[src/inc/rsc_io_pkg.sv]
// Purpose: shared constants and types for the remote status/control I/O block
// Assumes: 100 MHz system clock, APB register access with 32-bit data
// Notes:   register offsets are byte addresses, one aligned word each

package rsc_io_pkg;

   // -------------------------------------------------------------------------
   // timing
   // -------------------------------------------------------------------------
   localparam int unsigned CLK_FREQ_MHZ     = 100;
   // settle time a control pin must hold before it counts, in microseconds
   localparam int unsigned DEBOUNCE_TIME_US = 10;
   localparam int unsigned DEBOUNCE_CYCLES  = DEBOUNCE_TIME_US * CLK_FREQ_MHZ;

   // -------------------------------------------------------------------------
   // control input pins: three calibration requests, three spares
   // -------------------------------------------------------------------------
   localparam int unsigned NUM_CTRL_IN = 6;
   localparam int unsigned IN_ZERO     = 0;
   localparam int unsigned IN_SPAN     = 1;
   localparam int unsigned IN_MID      = 2;
   localparam int unsigned NUM_CAL_IN  = 3;

   // -------------------------------------------------------------------------
   // register map
   // -------------------------------------------------------------------------
   localparam int unsigned APB_ADDR_W    = 8;
   localparam logic [7:0]  COND_OFFSET   = 8'h00;
   localparam logic [7:0]  STATUS_OFFSET = 8'h04;
   localparam logic [7:0]  EVENT_OFFSET  = 8'h08;

   // condition register fields (software reports instrument state)
   localparam int unsigned COND_W         = 7;
   localparam int unsigned COND_FAULT_BIT = 0;
   localparam int unsigned COND_VALID_BIT = 1;
   localparam int unsigned COND_AUTO_BIT  = 2;
   localparam int unsigned COND_HIGH_BIT  = 3;
   localparam int unsigned COND_DIAG_BIT  = 4;
   localparam int unsigned COND_CAL_LSB   = 5;
   // fault present after reset, so the health output starts released
   localparam logic [6:0]  COND_RESET     = 7'h01;

   // status register fields
   localparam int unsigned STAT_OUT_LSB    = 0;
   localparam int unsigned STAT_MODE_LSB   = 8;
   localparam int unsigned STAT_REMOTE_BIT = 10;
   localparam int unsigned STAT_IN_LSB     = 16;

   // status output bit order inside the status field
   localparam int unsigned NUM_STATUS = 7;
   localparam int unsigned ST_OK      = 0;
   localparam int unsigned ST_VALID   = 1;
   localparam int unsigned ST_HIGH    = 2;
   localparam int unsigned ST_ZERO    = 3;
   localparam int unsigned ST_SPAN    = 4;
   localparam int unsigned ST_DIAG    = 5;
   localparam int unsigned ST_LOW     = 6;

   // sticky event register: one bit per calibration input rising
   localparam int unsigned EVENT_W     = 3;
   localparam logic [2:0]  EVENT_RESET = 3'h0;

   // calibration mode of the instrument
   typedef enum logic [1:0] {
      CAL_NONE,
      CAL_ZERO,
      CAL_SPAN,
      CAL_MIDPOINT
   } cal_mode_t;

endpackage

[src/inc/ctrl_in_if.sv]
// Purpose: carries filtered control input levels and rise pulses to the core
// Assumes: both ends run on the system clock
// Notes:   level is a settled level, rise a one-cycle pulse on its rise

`timescale 1ns/100ps

interface ctrl_in_if
   import rsc_io_pkg::*;
#(
   parameter int unsigned NUM = NUM_CTRL_IN
) ();
   logic [NUM-1:0] level;
   logic [NUM-1:0] rise;

   modport bank (output level, rise);
   modport core (input  level, rise);
endinterface

[src/design/control_input_bank.sv]
// Purpose: one synchroniser and filter per control pin
// Assumes: all pins active high, inactive when left open
// Notes:   results leave through the control input interface

`timescale 1ns/100ps

module control_input_bank
   import rsc_io_pkg::*;
#(
   parameter int unsigned NUM           = NUM_CTRL_IN,
   parameter int unsigned STABLE_CYCLES = DEBOUNCE_CYCLES
) (
   // clock and reset
   input  wire logic           i_clk,
   input  wire logic           i_arst_n,
   // raw pins
   input  wire logic [NUM-1:0] i_pins,
   // filtered results
   ctrl_in_if.bank             ctrl
);

   // one filter per pin
   for (genvar i = 0; i < NUM; i++)
   begin : g_pin
      input_debounce #(
         .STABLE_CYCLES (STABLE_CYCLES)
      ) u_debounce (
         .i_clk    (i_clk),
         .i_arst_n (i_arst_n),
         .i_pin    (i_pins[i]),
         .o_level  (ctrl.level[i]),
         .o_rise   (ctrl.rise[i])
      );
   end

endmodule // control_input_bank

[src/design/input_debounce.sv]
// Purpose: synchronise one control pin and accept a new level once it settles
// Assumes: pin is asynchronous to i_clk
// Notes:   a pulse shorter than STABLE_CYCLES is ignored

`timescale 1ns/100ps

module input_debounce
   import rsc_io_pkg::*;
#(
   parameter int unsigned STABLE_CYCLES = DEBOUNCE_CYCLES
) (
   // clock and reset
   input  wire logic i_clk,
   input  wire logic i_arst_n,
   // raw pin
   input  wire logic i_pin,
   // filtered result
   output logic      o_level,
   output logic      o_rise
);

   localparam int unsigned CNT_W = $clog2(STABLE_CYCLES + 1);

   if (STABLE_CYCLES < 1)
   begin : g_bad_cycles
      $error("input_debounce: STABLE_CYCLES must be at least 1");
   end

   logic             sync_meta;
   logic             sync_stable;
   logic [CNT_W-1:0] count;
   logic             settled;

   // two-flop synchroniser; only the second flop is read
   always_ff @(posedge i_clk or negedge i_arst_n)
   begin
      if (!i_arst_n)
      begin
         sync_meta   <= 1'b0;
         sync_stable <= 1'b0;
      end
      else
      begin
         sync_meta   <= i_pin;
         sync_stable <= sync_meta;
      end
   end

   // new level accepted after STABLE_CYCLES differing samples in a row
   assign settled = (sync_stable != o_level) && (count == CNT_W'(STABLE_CYCLES - 1));

   // run length of the differing level
   always_ff @(posedge i_clk or negedge i_arst_n)
   begin
      if (!i_arst_n)
         count <= '0;
      else if ((sync_stable == o_level) || settled)
         count <= '0;
      else
         count <= count + CNT_W'(1);
   end

   // accepted level and its rise pulse
   always_ff @(posedge i_clk or negedge i_arst_n)
   begin
      if (!i_arst_n)
      begin
         o_level <= 1'b0;
         o_rise  <= 1'b0;
      end
      else
      begin
         o_rise <= settled & sync_stable;
         if (settled)
            o_level <= sync_stable;
      end
   end

endmodule // input_debounce

[src/design/remote_status_control_io.sv]
// Purpose: drives the seven status outputs and decodes the remote control pins
// Assumes: software reports instrument conditions over APB; pins are async
// Notes:   remote calibration requests take priority over local ones
//
// Overview of operation
// - health output on while no fault is present, off as soon as one exists
// - measurement valid output follows validity of the current result
// - upper-scale output on in high range of any auto range mode
// - null-calibration output on for the whole time in zero calibration
// - span-calibration output on for the whole time in span calibration
// - diagnostic output on for the whole time in diagnostic mode
// - lower-scale output on in low range of any auto range mode
// - remote zero input held active forces zero calibration, shown as remote
// - remote span input held active forces span calibration, shown as remote
// - remote low-span input forces midpoint calibration, shown as remote
//
// The implementer's own choices: register access over APB and the placing of the registers.

`timescale 1ns/100ps

module remote_status_control_io
   import rsc_io_pkg::*;
#(
   parameter int unsigned DEBOUNCE_STABLE_CYCLES = DEBOUNCE_CYCLES
) (
   // clock and reset
   input  wire logic                  i_clk,
   input  wire logic                  i_arst_n,

   // apb slave
   input  wire logic                  i_psel,
   input  wire logic                  i_penable,
   input  wire logic                  i_pwrite,
   input  wire logic [APB_ADDR_W-1:0] i_paddr,
   input  wire logic [31:0]           i_pwdata,
   input  wire logic [3:0]            i_pstrb,
   output logic [31:0]                o_prdata,
   output logic                       o_pready,
   output logic                       o_pslverr,

   // control input pins, active high
   input  wire logic [NUM_CTRL_IN-1:0] i_ctrl_in,

   // status outputs, high means conducting
   output logic                       o_system_ok,
   output logic                       o_measurement_valid_flag,
   output logic                       o_high_range,
   output logic                       o_zero_cal,
   output logic                       o_span_cal,
   output logic                       o_diagnostic_flag,
   output logic                       o_low_range,

   // mode indication
   output logic [1:0]                 o_cal_mode,
   output logic                       o_remote_zero_indication,
   output logic                       o_remote_span_indication,
   output logic                       o_remote_midpoint_indication
);

   if (DEBOUNCE_STABLE_CYCLES < 1)
   begin : g_bad_debounce
      $error("remote_status_control_io: DEBOUNCE_STABLE_CYCLES must be >= 1");
   end

   // -------------------------------------------------------------------------
   // declarations
   // -------------------------------------------------------------------------
   logic [COND_W-1:0]  cond;
   logic [EVENT_W-1:0] events;
   cal_mode_t          cal_mode;
   cal_mode_t          next_cal_mode;
   cal_mode_t          local_cal;
   logic               cal_remote;
   logic               next_cal_remote;

   logic               fault_present;
   logic               result_valid;
   logic               auto_range;
   logic               range_high;
   logic               diag_req;

   logic               rem_zero;
   logic               rem_span;
   logic               rem_mid;

   logic               setup_phase;
   logic               access_done;
   logic               wr_en;
   logic               addr_mapped;
   logic [31:0]        next_prdata;
   logic [EVENT_W-1:0] event_clr;
   logic [31:0]        status_word;

   ctrl_in_if #(.NUM(NUM_CTRL_IN)) ctrl_in ();

   // -------------------------------------------------------------------------
   // control input conditioning
   // -------------------------------------------------------------------------

   // sync and filter
   // every pin, spares included, passes two flops and a settle filter
   control_input_bank #(
      .NUM           (NUM_CTRL_IN),
      .STABLE_CYCLES (DEBOUNCE_STABLE_CYCLES)
   ) u_ctrl_bank (
      .i_clk    (i_clk),
      .i_arst_n (i_arst_n),
      .i_pins   (i_ctrl_in),
      .ctrl     (ctrl_in)
   );

   // open pin inactive
   // an open input reads low through the isolator, so low means idle
   assign rem_zero = ctrl_in.level[IN_ZERO];
   assign rem_span = ctrl_in.level[IN_SPAN];
   assign rem_mid  = ctrl_in.level[IN_MID];

   // -------------------------------------------------------------------------
   // condition fields written by software
   // -------------------------------------------------------------------------

   // field split of the condition register
   assign fault_present = cond[COND_FAULT_BIT];
   assign result_valid  = cond[COND_VALID_BIT];
   assign auto_range    = cond[COND_AUTO_BIT];
   assign range_high    = cond[COND_HIGH_BIT];
   assign diag_req      = cond[COND_DIAG_BIT];
   assign local_cal     = cal_mode_t'(cond[COND_CAL_LSB +: 2]);

   // -------------------------------------------------------------------------
   // calibration mode selection
   // -------------------------------------------------------------------------

   // remote pins override software; zero wins over span, span over midpoint,
   // so two pins held at once still give one defined mode
   always_comb
   begin
      next_cal_mode   = local_cal;
      next_cal_remote = 1'b0;
      if (rem_zero)
      begin
         next_cal_mode   = CAL_ZERO;
         next_cal_remote = 1'b1;
      end
      else if (rem_span)
      begin
         next_cal_mode   = CAL_SPAN;
         next_cal_remote = 1'b1;
      end
      else if (rem_mid)
      begin
         next_cal_mode   = CAL_MIDPOINT;
         next_cal_remote = 1'b1;
      end
      // spares ignored
      // levels of inputs 3 to 5 are never looked at here
   end

   // mode register, also the mode field output
   always_ff @(posedge i_clk or negedge i_arst_n)
   begin
      if (!i_arst_n)
      begin
         cal_mode   <= CAL_NONE;
         cal_remote <= 1'b0;
      end
      else
      begin
         cal_mode   <= next_cal_mode;
         cal_remote <= next_cal_remote;
      end
   end

   assign o_cal_mode = cal_mode;

   // remote tagged mode indications
   always_ff @(posedge i_clk or negedge i_arst_n)
   begin
      if (!i_arst_n)
      begin
         o_remote_zero_indication     <= 1'b0;
         o_remote_span_indication     <= 1'b0;
         o_remote_midpoint_indication <= 1'b0;
      end
      else
      begin
         o_remote_zero_indication     <= 1'b0;
         o_remote_span_indication     <= 1'b0;
         o_remote_midpoint_indication <= 1'b0;
         if (next_cal_remote)
         begin
            case (next_cal_mode)
               CAL_ZERO:     o_remote_zero_indication     <= 1'b1;
               CAL_SPAN:     o_remote_span_indication     <= 1'b1;
               CAL_MIDPOINT: o_remote_midpoint_indication <= 1'b1;
               default:
               begin
                  o_remote_zero_indication <= 1'b0;
               end
            endcase
         end
      end
   end

   // -------------------------------------------------------------------------
   // status outputs
   // -------------------------------------------------------------------------

   // condition flags, one cycle after the register write
   always_ff @(posedge i_clk or negedge i_arst_n)
   begin
      if (!i_arst_n)
      begin
         o_system_ok              <= 1'b0;
         o_measurement_valid_flag <= 1'b0;
         o_diagnostic_flag        <= 1'b0;
      end
      else
      begin
         o_system_ok              <= ~fault_present;
         o_measurement_valid_flag <= result_valid;
         o_diagnostic_flag        <= diag_req;
      end
   end

   // range flags; with auto ranging off neither is on
   always_ff @(posedge i_clk or negedge i_arst_n)
   begin
      if (!i_arst_n)
      begin
         o_high_range <= 1'b0;
         o_low_range  <= 1'b0;
      end
      else
      begin
         o_high_range <= auto_range & range_high;
         o_low_range  <= auto_range & ~range_high;
      end
   end

   // calibration flags, in step with o_cal_mode
   always_ff @(posedge i_clk or negedge i_arst_n)
   begin
      if (!i_arst_n)
      begin
         o_zero_cal <= 1'b0;
         o_span_cal <= 1'b0;
      end
      else
      begin
         o_zero_cal <= (next_cal_mode == CAL_ZERO);
         // span calibration
         // midpoint is a span point too, so it also lights this flag
         o_span_cal <= (next_cal_mode == CAL_SPAN) || (next_cal_mode == CAL_MIDPOINT);
      end
   end

   // -------------------------------------------------------------------------
   // apb slave
   // -------------------------------------------------------------------------

   // one wait-free access phase: pready rises in the cycle after setup
   assign setup_phase = i_psel & ~i_penable;
   assign access_done = i_psel & i_penable & o_pready;
   assign wr_en       = access_done & i_pwrite;

   // decoder for the three words
   always_comb
   begin
      case (i_paddr)
         COND_OFFSET:   addr_mapped = 1'b1;
         STATUS_OFFSET: addr_mapped = 1'b1;
         EVENT_OFFSET:  addr_mapped = 1'b1;
         default:       addr_mapped = 1'b0;
      endcase
   end

   // live status image
   always_comb
   begin
      status_word                                = '0;
      status_word[STAT_OUT_LSB + ST_OK]          = o_system_ok;
      status_word[STAT_OUT_LSB + ST_VALID]       = o_measurement_valid_flag;
      status_word[STAT_OUT_LSB + ST_HIGH]        = o_high_range;
      status_word[STAT_OUT_LSB + ST_ZERO]        = o_zero_cal;
      status_word[STAT_OUT_LSB + ST_SPAN]        = o_span_cal;
      status_word[STAT_OUT_LSB + ST_DIAG]        = o_diagnostic_flag;
      status_word[STAT_OUT_LSB + ST_LOW]         = o_low_range;
      status_word[STAT_MODE_LSB +: 2]            = cal_mode;
      status_word[STAT_REMOTE_BIT]               = cal_remote;
      status_word[STAT_IN_LSB +: NUM_CTRL_IN]    = ctrl_in.level;
   end

   // read mux; unmapped words read as zero
   always_comb
   begin
      next_prdata = '0;
      case (i_paddr)
         COND_OFFSET:   next_prdata[COND_W-1:0]  = cond;
         STATUS_OFFSET: next_prdata              = status_word;
         EVENT_OFFSET:  next_prdata[EVENT_W-1:0] = events;
         default:       next_prdata              = '0;
      endcase
   end

   // handshake flops; read data is captured at the setup edge and held
   // through the access cycle, so a mid-transfer change cannot tear it
   always_ff @(posedge i_clk or negedge i_arst_n)
   begin
      if (!i_arst_n)
      begin
         o_pready  <= 1'b0;
         o_pslverr <= 1'b0;
         o_prdata  <= '0;
      end
      else
      begin
         o_pready  <= setup_phase;
         o_pslverr <= setup_phase & ~addr_mapped;
         if (setup_phase && !i_pwrite)
            o_prdata <= next_prdata;
         else
            o_prdata <= '0;
      end
   end

   // condition register, byte lane 0 only
   always_ff @(posedge i_clk or negedge i_arst_n)
   begin
      if (!i_arst_n)
         cond <= COND_RESET;
      else if (wr_en && (i_paddr == COND_OFFSET) && i_pstrb[0])
         cond <= i_pwdata[COND_W-1:0];
   end

   // write-one-to-clear mask for the event register
   assign event_clr = (wr_en && (i_paddr == EVENT_OFFSET) && i_pstrb[0]) ?
                      i_pwdata[EVENT_W-1:0] : '0;

   // sticky rise events; a rise in the clearing cycle survives the clear
   always_ff @(posedge i_clk or negedge i_arst_n)
   begin
      if (!i_arst_n)
         events <= EVENT_RESET;
      else
         events <= (events & ~event_clr) | ctrl_in.rise[NUM_CAL_IN-1:0];
   end

endmodule // remote_status_control_io

[config.mk]
export PLATFORM = sky130hd
export DESIGN_NAME = remote_status_control_io
export DESIGN_NICKNAME = d
export VERILOG_FILES = /design/src/inc/rsc_io_pkg.sv /design/src/inc/ctrl_in_if.sv /design/src/design/control_input_bank.sv /design/src/design/input_debounce.sv /design/src/design/remote_status_control_io.sv
export SDC_FILE = /design/constraint.sdc
export NUM_CORES = 1
export LEC_CHECK = 0
export ABC_CLOCK_PERIOD_IN_PS = 2100
export BUFFER_PORTS_ARGS = -buffer_cell sky130_fd_sc_hd__buf_2
export CAP_MARGIN = 10
export CORE_ASPECT_RATIO = 1.75
export CORE_UTILIZATION = 40
export CTS_CLUSTER_SIZE = 24
export DETAILED_ROUTE_END_ITERATION = 12
export GPL_TIMING_DRIVEN = 0
export MAX_ROUTING_LAYER = met4
export SYNTH_ARGS = -nofsm -noshare
export SYNTH_HDL_FRONTEND = slang
export SYNTH_SLANG_ARGS = --single-unit
[constraint.sdc]
create_clock -name i_clk -period 2.1 [get_ports i_clk]
set_input_delay 0.42 -clock i_clk [delete_from_list [all_inputs] [get_ports i_clk]]
set_output_delay 0.42 -clock i_clk [all_outputs]
set_load 0.01 [all_outputs]
# Word-level counts from Yosys, hierarchy flattened
# Cells that the tools add are included.
# classes
n_addsub	6
eq_ne	23
muxes	24
bitwise	17
reduce_logical	21
# ops
op	count
adder 10 x 1 -> 10 bit, second input constant	6
equality test 10 bit, second input constant	6
two-way mux 10 bit	6
two-way mux 32 bit	1
two-way mux 15 bit	1
logical AND 1 bit	11
bitwise AND 1 bit	10
two-way mux 1 bit	10
case mux 3 bit (3 select lines)	1
equality test 8 x 3 -> 1 bit, second input constant	1
equality test 8 x 4 -> 1 bit, second input constant	1
zero test 8 bit	1
case mux 4 bit (2 select lines)	1
logical OR 1 bit	7
equality test 1 bit	6
two-way mux 2 bit	3
!= test 1 bit	6
equality test 2 bit, second input constant	2
inverter 1 bit	4
bitwise AND 3 bit	1
two-way mux 3 bit	1
inverter 3 bit	1
OR 3 bit	1
OR reduction 3 bit	1
2 further kinds	2
# totals
regBits	138
in_bits	55
output_inout_bits	46

# Longest topological paths before layout
# depth
depth_word	9
depth_mapped	4
ltp_nobuf	4

# By module
# A second synthesis with hierarchy kept.
# unflattened
cells_unflattened	485
hier_area_um2	5566.6
# modules_own_cells
mod	n_inst	cells_per_inst	area_per_inst_um2	seq_area_each_um2
input_debounce (u_ctrl_bank.g_pin[0].u_debounce ...)	5	58	646.9	350.3
remote_status_control_io	1	136	1681.6	1002.2
input_debounce (u_ctrl_bank.g_pin[3].u_debounce)	1	59	650.6	350.3

# Worst setup path after synthesis
# OpenSTA, ideal clock, no wires.
# synth_timing
path_type	input-to-reg
start	in i_paddr[1]
end	reg cond[1]
arrival_time_ns	1.799
required_time_ns	1.975
path_slack_ns	0.177
stages	3
path_buffers	0
cell_sequence	or4_4 -> nor4_4 -> mux2_2
# synth_via
elab_chain_len	3
# synth_lines
element	line_no	text
start, declared	remote_status_control_io.sv:34	input wire logic [APB_ADDR_W-1:0] i_paddr,
zero test 8 bit	remote_status_control_io.sv:332	else if (wr_en && (i_paddr == COND_OFFSET) && i_pstrb[0])
logical AND 1 bit (2 in series)	remote_status_control_io.sv:332	
end signal, assigned	remote_status_control_io.sv:333	cond <= i_pwdata[COND_W-1:0];
end, declared	remote_status_control_io.sv:68	logic [COND_W-1:0] cond;
# Every way passes these cells.
# A chain may end at the register's enable or synchronous reset.

# Final worst setup path
# layout_timing
start	reg u_ctrl_bank.g_pin[2].u_debounce.count[0]
end	reg u_ctrl_bank.g_pin[2].u_debounce.count[4]
# layout_via
elab_chain_len	4
word_cells_on_any_way	5
cone_classes	add/sub: 1; eq/ne: 1; mux: 1; reduce/logical: 2
# layout_lines
element	line_no	text
start, declared	input_debounce.sv:31	logic [CNT_W-1:0] count;
start signal, assigned	input_debounce.sv:60	count <= count + CNT_W'(1);
parallel branches: the longest is 3 deep, another holds adder 10 x 1 -> 10 bit	n/a	
two-way mux 10 bit (*)	input_debounce.sv:57	else if ((sync_stable == o_level) || settled)
# Every way passes the cells marked *.

==> results.yml <==
die:
  boundaryPins: 101
  rows: 55
  start_util_pct: 40.9
  dieArea_sq_mm: 0.0136
  die_h_um: 154
  die_x_um: 88.7
  coreArea_sq_mm: 0.0129
layout:
  area_growth_pct: 21.5
  antennaDiodeCount: 0
  fillCellCount: 1154
  finalNonFillerCells: 739
  design_area_sq_mm: 0.00640
  drive_gt1_share_pct: 22.7
  fin_util_pct: 49.7
  mostFrequentLayoutCells: "120 x dfrtp_1, 54 x buf_2, 36 x nor2_1"
  final_nets: 616
  final_common_cell: "dfrtp_1"
global_route:
  grt_first_pass_wirelength_um: 18900
  antenna_found_initial: 0
  grt_overflow_total: 0
  grt_use_total_pct: 18.8
  grt_max_degree: 95
  grt_pass1_vias: 3951
placement:
  dp.cells: 706
  place_area_sq_mm: 0.00584
  hpwl_um: 7820
  dp_worst_setup_slack_ns: -0.178
  gp_congestion: 0.759
  io_buffers: 55
synthesis:
  syn_avg_cell_area_sq_um: 11.3
  synth_fa_ha_area_share_pct: 1.43
  synth_compound_area_share_pct: 8.44
  ys_types: 45
  synth_edf_count: 0
  yosysWarnings: 0
  synth-seq-cells: 121
  synth.area.top_cells: "dfrtp_1 57%, mux2_2 2.8%, or3_1 2.7%"
  synthFlopType: "dfrtp_1"
  synth_area_sq_mm: 0.00527
  seq_area_frac_synth_pct: 57.5
  synthCells: 464
  synth_top_area_share_pct: 57.0
  synth_top_family_by_area: "simple AND/OR/NAND/NOR gates"
  synth_simple_gate_area_share_pct: 19.9
  synthXorXnorAreaFrac_pct: 4.49
  ys_async_sr_fraction_pct: 100
  synth_mux_area_share_pct: 4.11
  yosysTopAreaCell: "dfrtp_1"
clocking:
  cts_tree: "built"
  cts_buffers: 17
  numClockSinks: 121
  cts_max_level: 4
  worstSkewPairLatency_ns: 0.41
  postCtsSetupBuffers: 0
  clockBufferDepth: 2
  cts_root_buf: "clkbuf_16"
  clkSlewWorstSetupHoldPaths_ns: 0.05
sta:
  slew-limit-headroom_pct: 36.0
  final-setup-viol-count: 0
  clock_skew_ns: 0.00603
  setup_slack_ns: 0.185
  timing.final.crit_share_pct: 91.2
  hold_viol: 0
  maxSlewViolCount: 0
  rsz0062_at_grt: "false"
  tightest_slew_ns: 0.952
  min_period_ns: 1.92
  fin_hold_ws_ns: 0.118
  fmax_ghz: 0.522
detailed_routing:
  totalWireLength_um: 10900
  postRouteAntennaNets: 0
  drc: 0
  vias_per_cell: 5.15
  first_pass_iters: 5
  dr_total_vias: 3809
  routedWlPerCell_um: 14.7
  drtIter0Drc: 213
pwr:
  internal-power_uw: 4060
  ir_worst_vdd_uv: 505
  p_sw_share_pct: 22.8
  p_leak_uw: 0.00292
  combPwrFrac_pct: 4.5
  power_density_mw_per_mm2: 823
  seqPwrFrac_pct: 45.8
  pwr-share-clk_pct: 49.7
  p_sw_uw: 1200
setup_path:
  path_class: "register to register"
  cp.arrival_ns: 2.17
  required_ns: 2.35
  path_max_fanout: 7
  endpoint_kind: "register"
  startpoint_type: "register"
hold_path:
  hold_path_class: "input pin to register"
status:
  status: "finished, final reports clean"
run:
  drv_cap: 0
==> critical path, cell delays in order (launching register included) <==
cell	delay [ns]
dfrtp_1	0.37
ha_1	0.28
nand4bb_1	0.19
o31ai_1	0.80
nor2_1	0.12
==> power by group through the flow <==
stage                     clock network (uW)  logic, uW  registers, uW
after floorplan                            0        130           2440
after global placement                     0        228           2450
after detailed placement                   0        240           2450
after CTS                               2690        242           2410
after global routing                    2800        274           2420
final                                   2620        237           2410
==> kinds of logic after synthesis <==
group,after synthesis
AO/OA/AOI/OAI,74
multiplexers,20
AND/OR/NAND/NOR,175
buffers and inverters,40
XOR/XNOR,27
flip-flops,121
other,1
adder cells (fa/ha/maj),6
==> cell usage after synthesis (all sizes together) (5+ instances only) <==
cell type,number
nand2,21
or4,10
o31ai,7
xnor2,12
a21oi,26
inv,14
ha,6
nand4,11
nor2,36
mux2i,7
dfrtp,120
xor2,15
buf,17
mux2,13
nor3b,8
and4b,9
o21ai,21
a31oi,6
or3,23
or2,5
nand3,26
clkbuf,9
==> registers in the layout, indices dropped and copies added, names as in the netlist <==
name,count
o_high_range,1
u_ctrl_bank.g_pin.u_debounce.o_rise,3
cond,7
o_pready,1
o_remote_zero_indication,1
u_ctrl_bank.g_pin.u_debounce.count,60
o_remote_span_indication,1
o_measurement_valid_flag,1
u_ctrl_bank.g_pin.u_debounce.sync_stable,6
o_low_range,1
events,3
o_diagnostic_flag,1
o_pslverr,1
cal_remote,1
o_zero_cal,1
o_prdata,16
o_cal_mode,2
u_ctrl_bank.g_pin.u_debounce.o_level,6
u_ctrl_bank.g_pin.u_debounce.sync_meta,6
o_remote_midpoint_indication,1
o_system_ok,1
==> through the flow <==
stage | power, uW | TNS, ns
floorplan | 2570 | 0
CTS | 5340 | 0
detailed placement | 2690 | -1.74
finish | 5270 | 0
global placement | 2680 | -104.26
global route | 5490 | 0
==> layout make-up <==
type / count / area [sq um] / area share, %
flip-flops and latches: 121 / 3030 / 47.3
multi-input cells: 318 / 2080 / 32.5
clock buffers: 21 / 470 / 7.35
repair buffers: 57 / 319 / 4.99
well taps: 171 / 214 / 3.34
plain buffers: 26 / 161 / 2.52
clock inverters: 11 / 73.8 / 1.15
inverters: 14 / 52.6 / 0.821
==> routing by layer <==
layer  track usage (%)  part of all wire, %  up-vias
li1                  -                    -     1828
met1              19.9                   40     1876
met2              31.5                   53       80
met3              5.58                  3.9       25
met4              8.68                  3.7        0
met5                 -                    0        -
==> final timing paths <==
| path | slack (ns) | to | from | depth (start not counted) |
|---|---|---|---|---|
| worst max-delay path | 0.18 | u_ctrl_bank.g_pin[2].u_debounce.count[4]$_DFF_PN0_ | u_ctrl_bank.g_pin[2].u_debounce.count[0]$_DFF_PN0_ | 4 |
| worst min-delay path | 0.12 | u_ctrl_bank.g_pin[0].u_debounce.sync_meta$_DFF_PN0_ | i_ctrl_in[0] | 1 |
| worst max register to register | 0.18 | u_ctrl_bank.g_pin[2].u_debounce.count[4]$_DFF_PN0_ | u_ctrl_bank.g_pin[2].u_debounce.count[0]$_DFF_PN0_ | 4 |
| worst min register to register | 0.35 | u_ctrl_bank.g_pin[1].u_debounce.sync_stable$_DFF_PN0_ | u_ctrl_bank.g_pin[1].u_debounce.sync_meta$_DFF_PN0_ | 0 |
| max in group asynchronous | 0.89 | cond[0]$_DFFE_PN1P_ | i_arst_n | 3 |
| min in group asynchronous | 0.46 | u_ctrl_bank.g_pin[5].u_debounce.count[8]$_DFF_PN0_ | i_arst_n | 2 |
==> timing repair <==
| action | CTS | global route |
|---|---|---|
| hold endpoints to repair | 27 | 0 |
| hold buffers | 1 | 0 |
| resized for setup | 0 | 0 |
(Power assumes the default switching activity.)
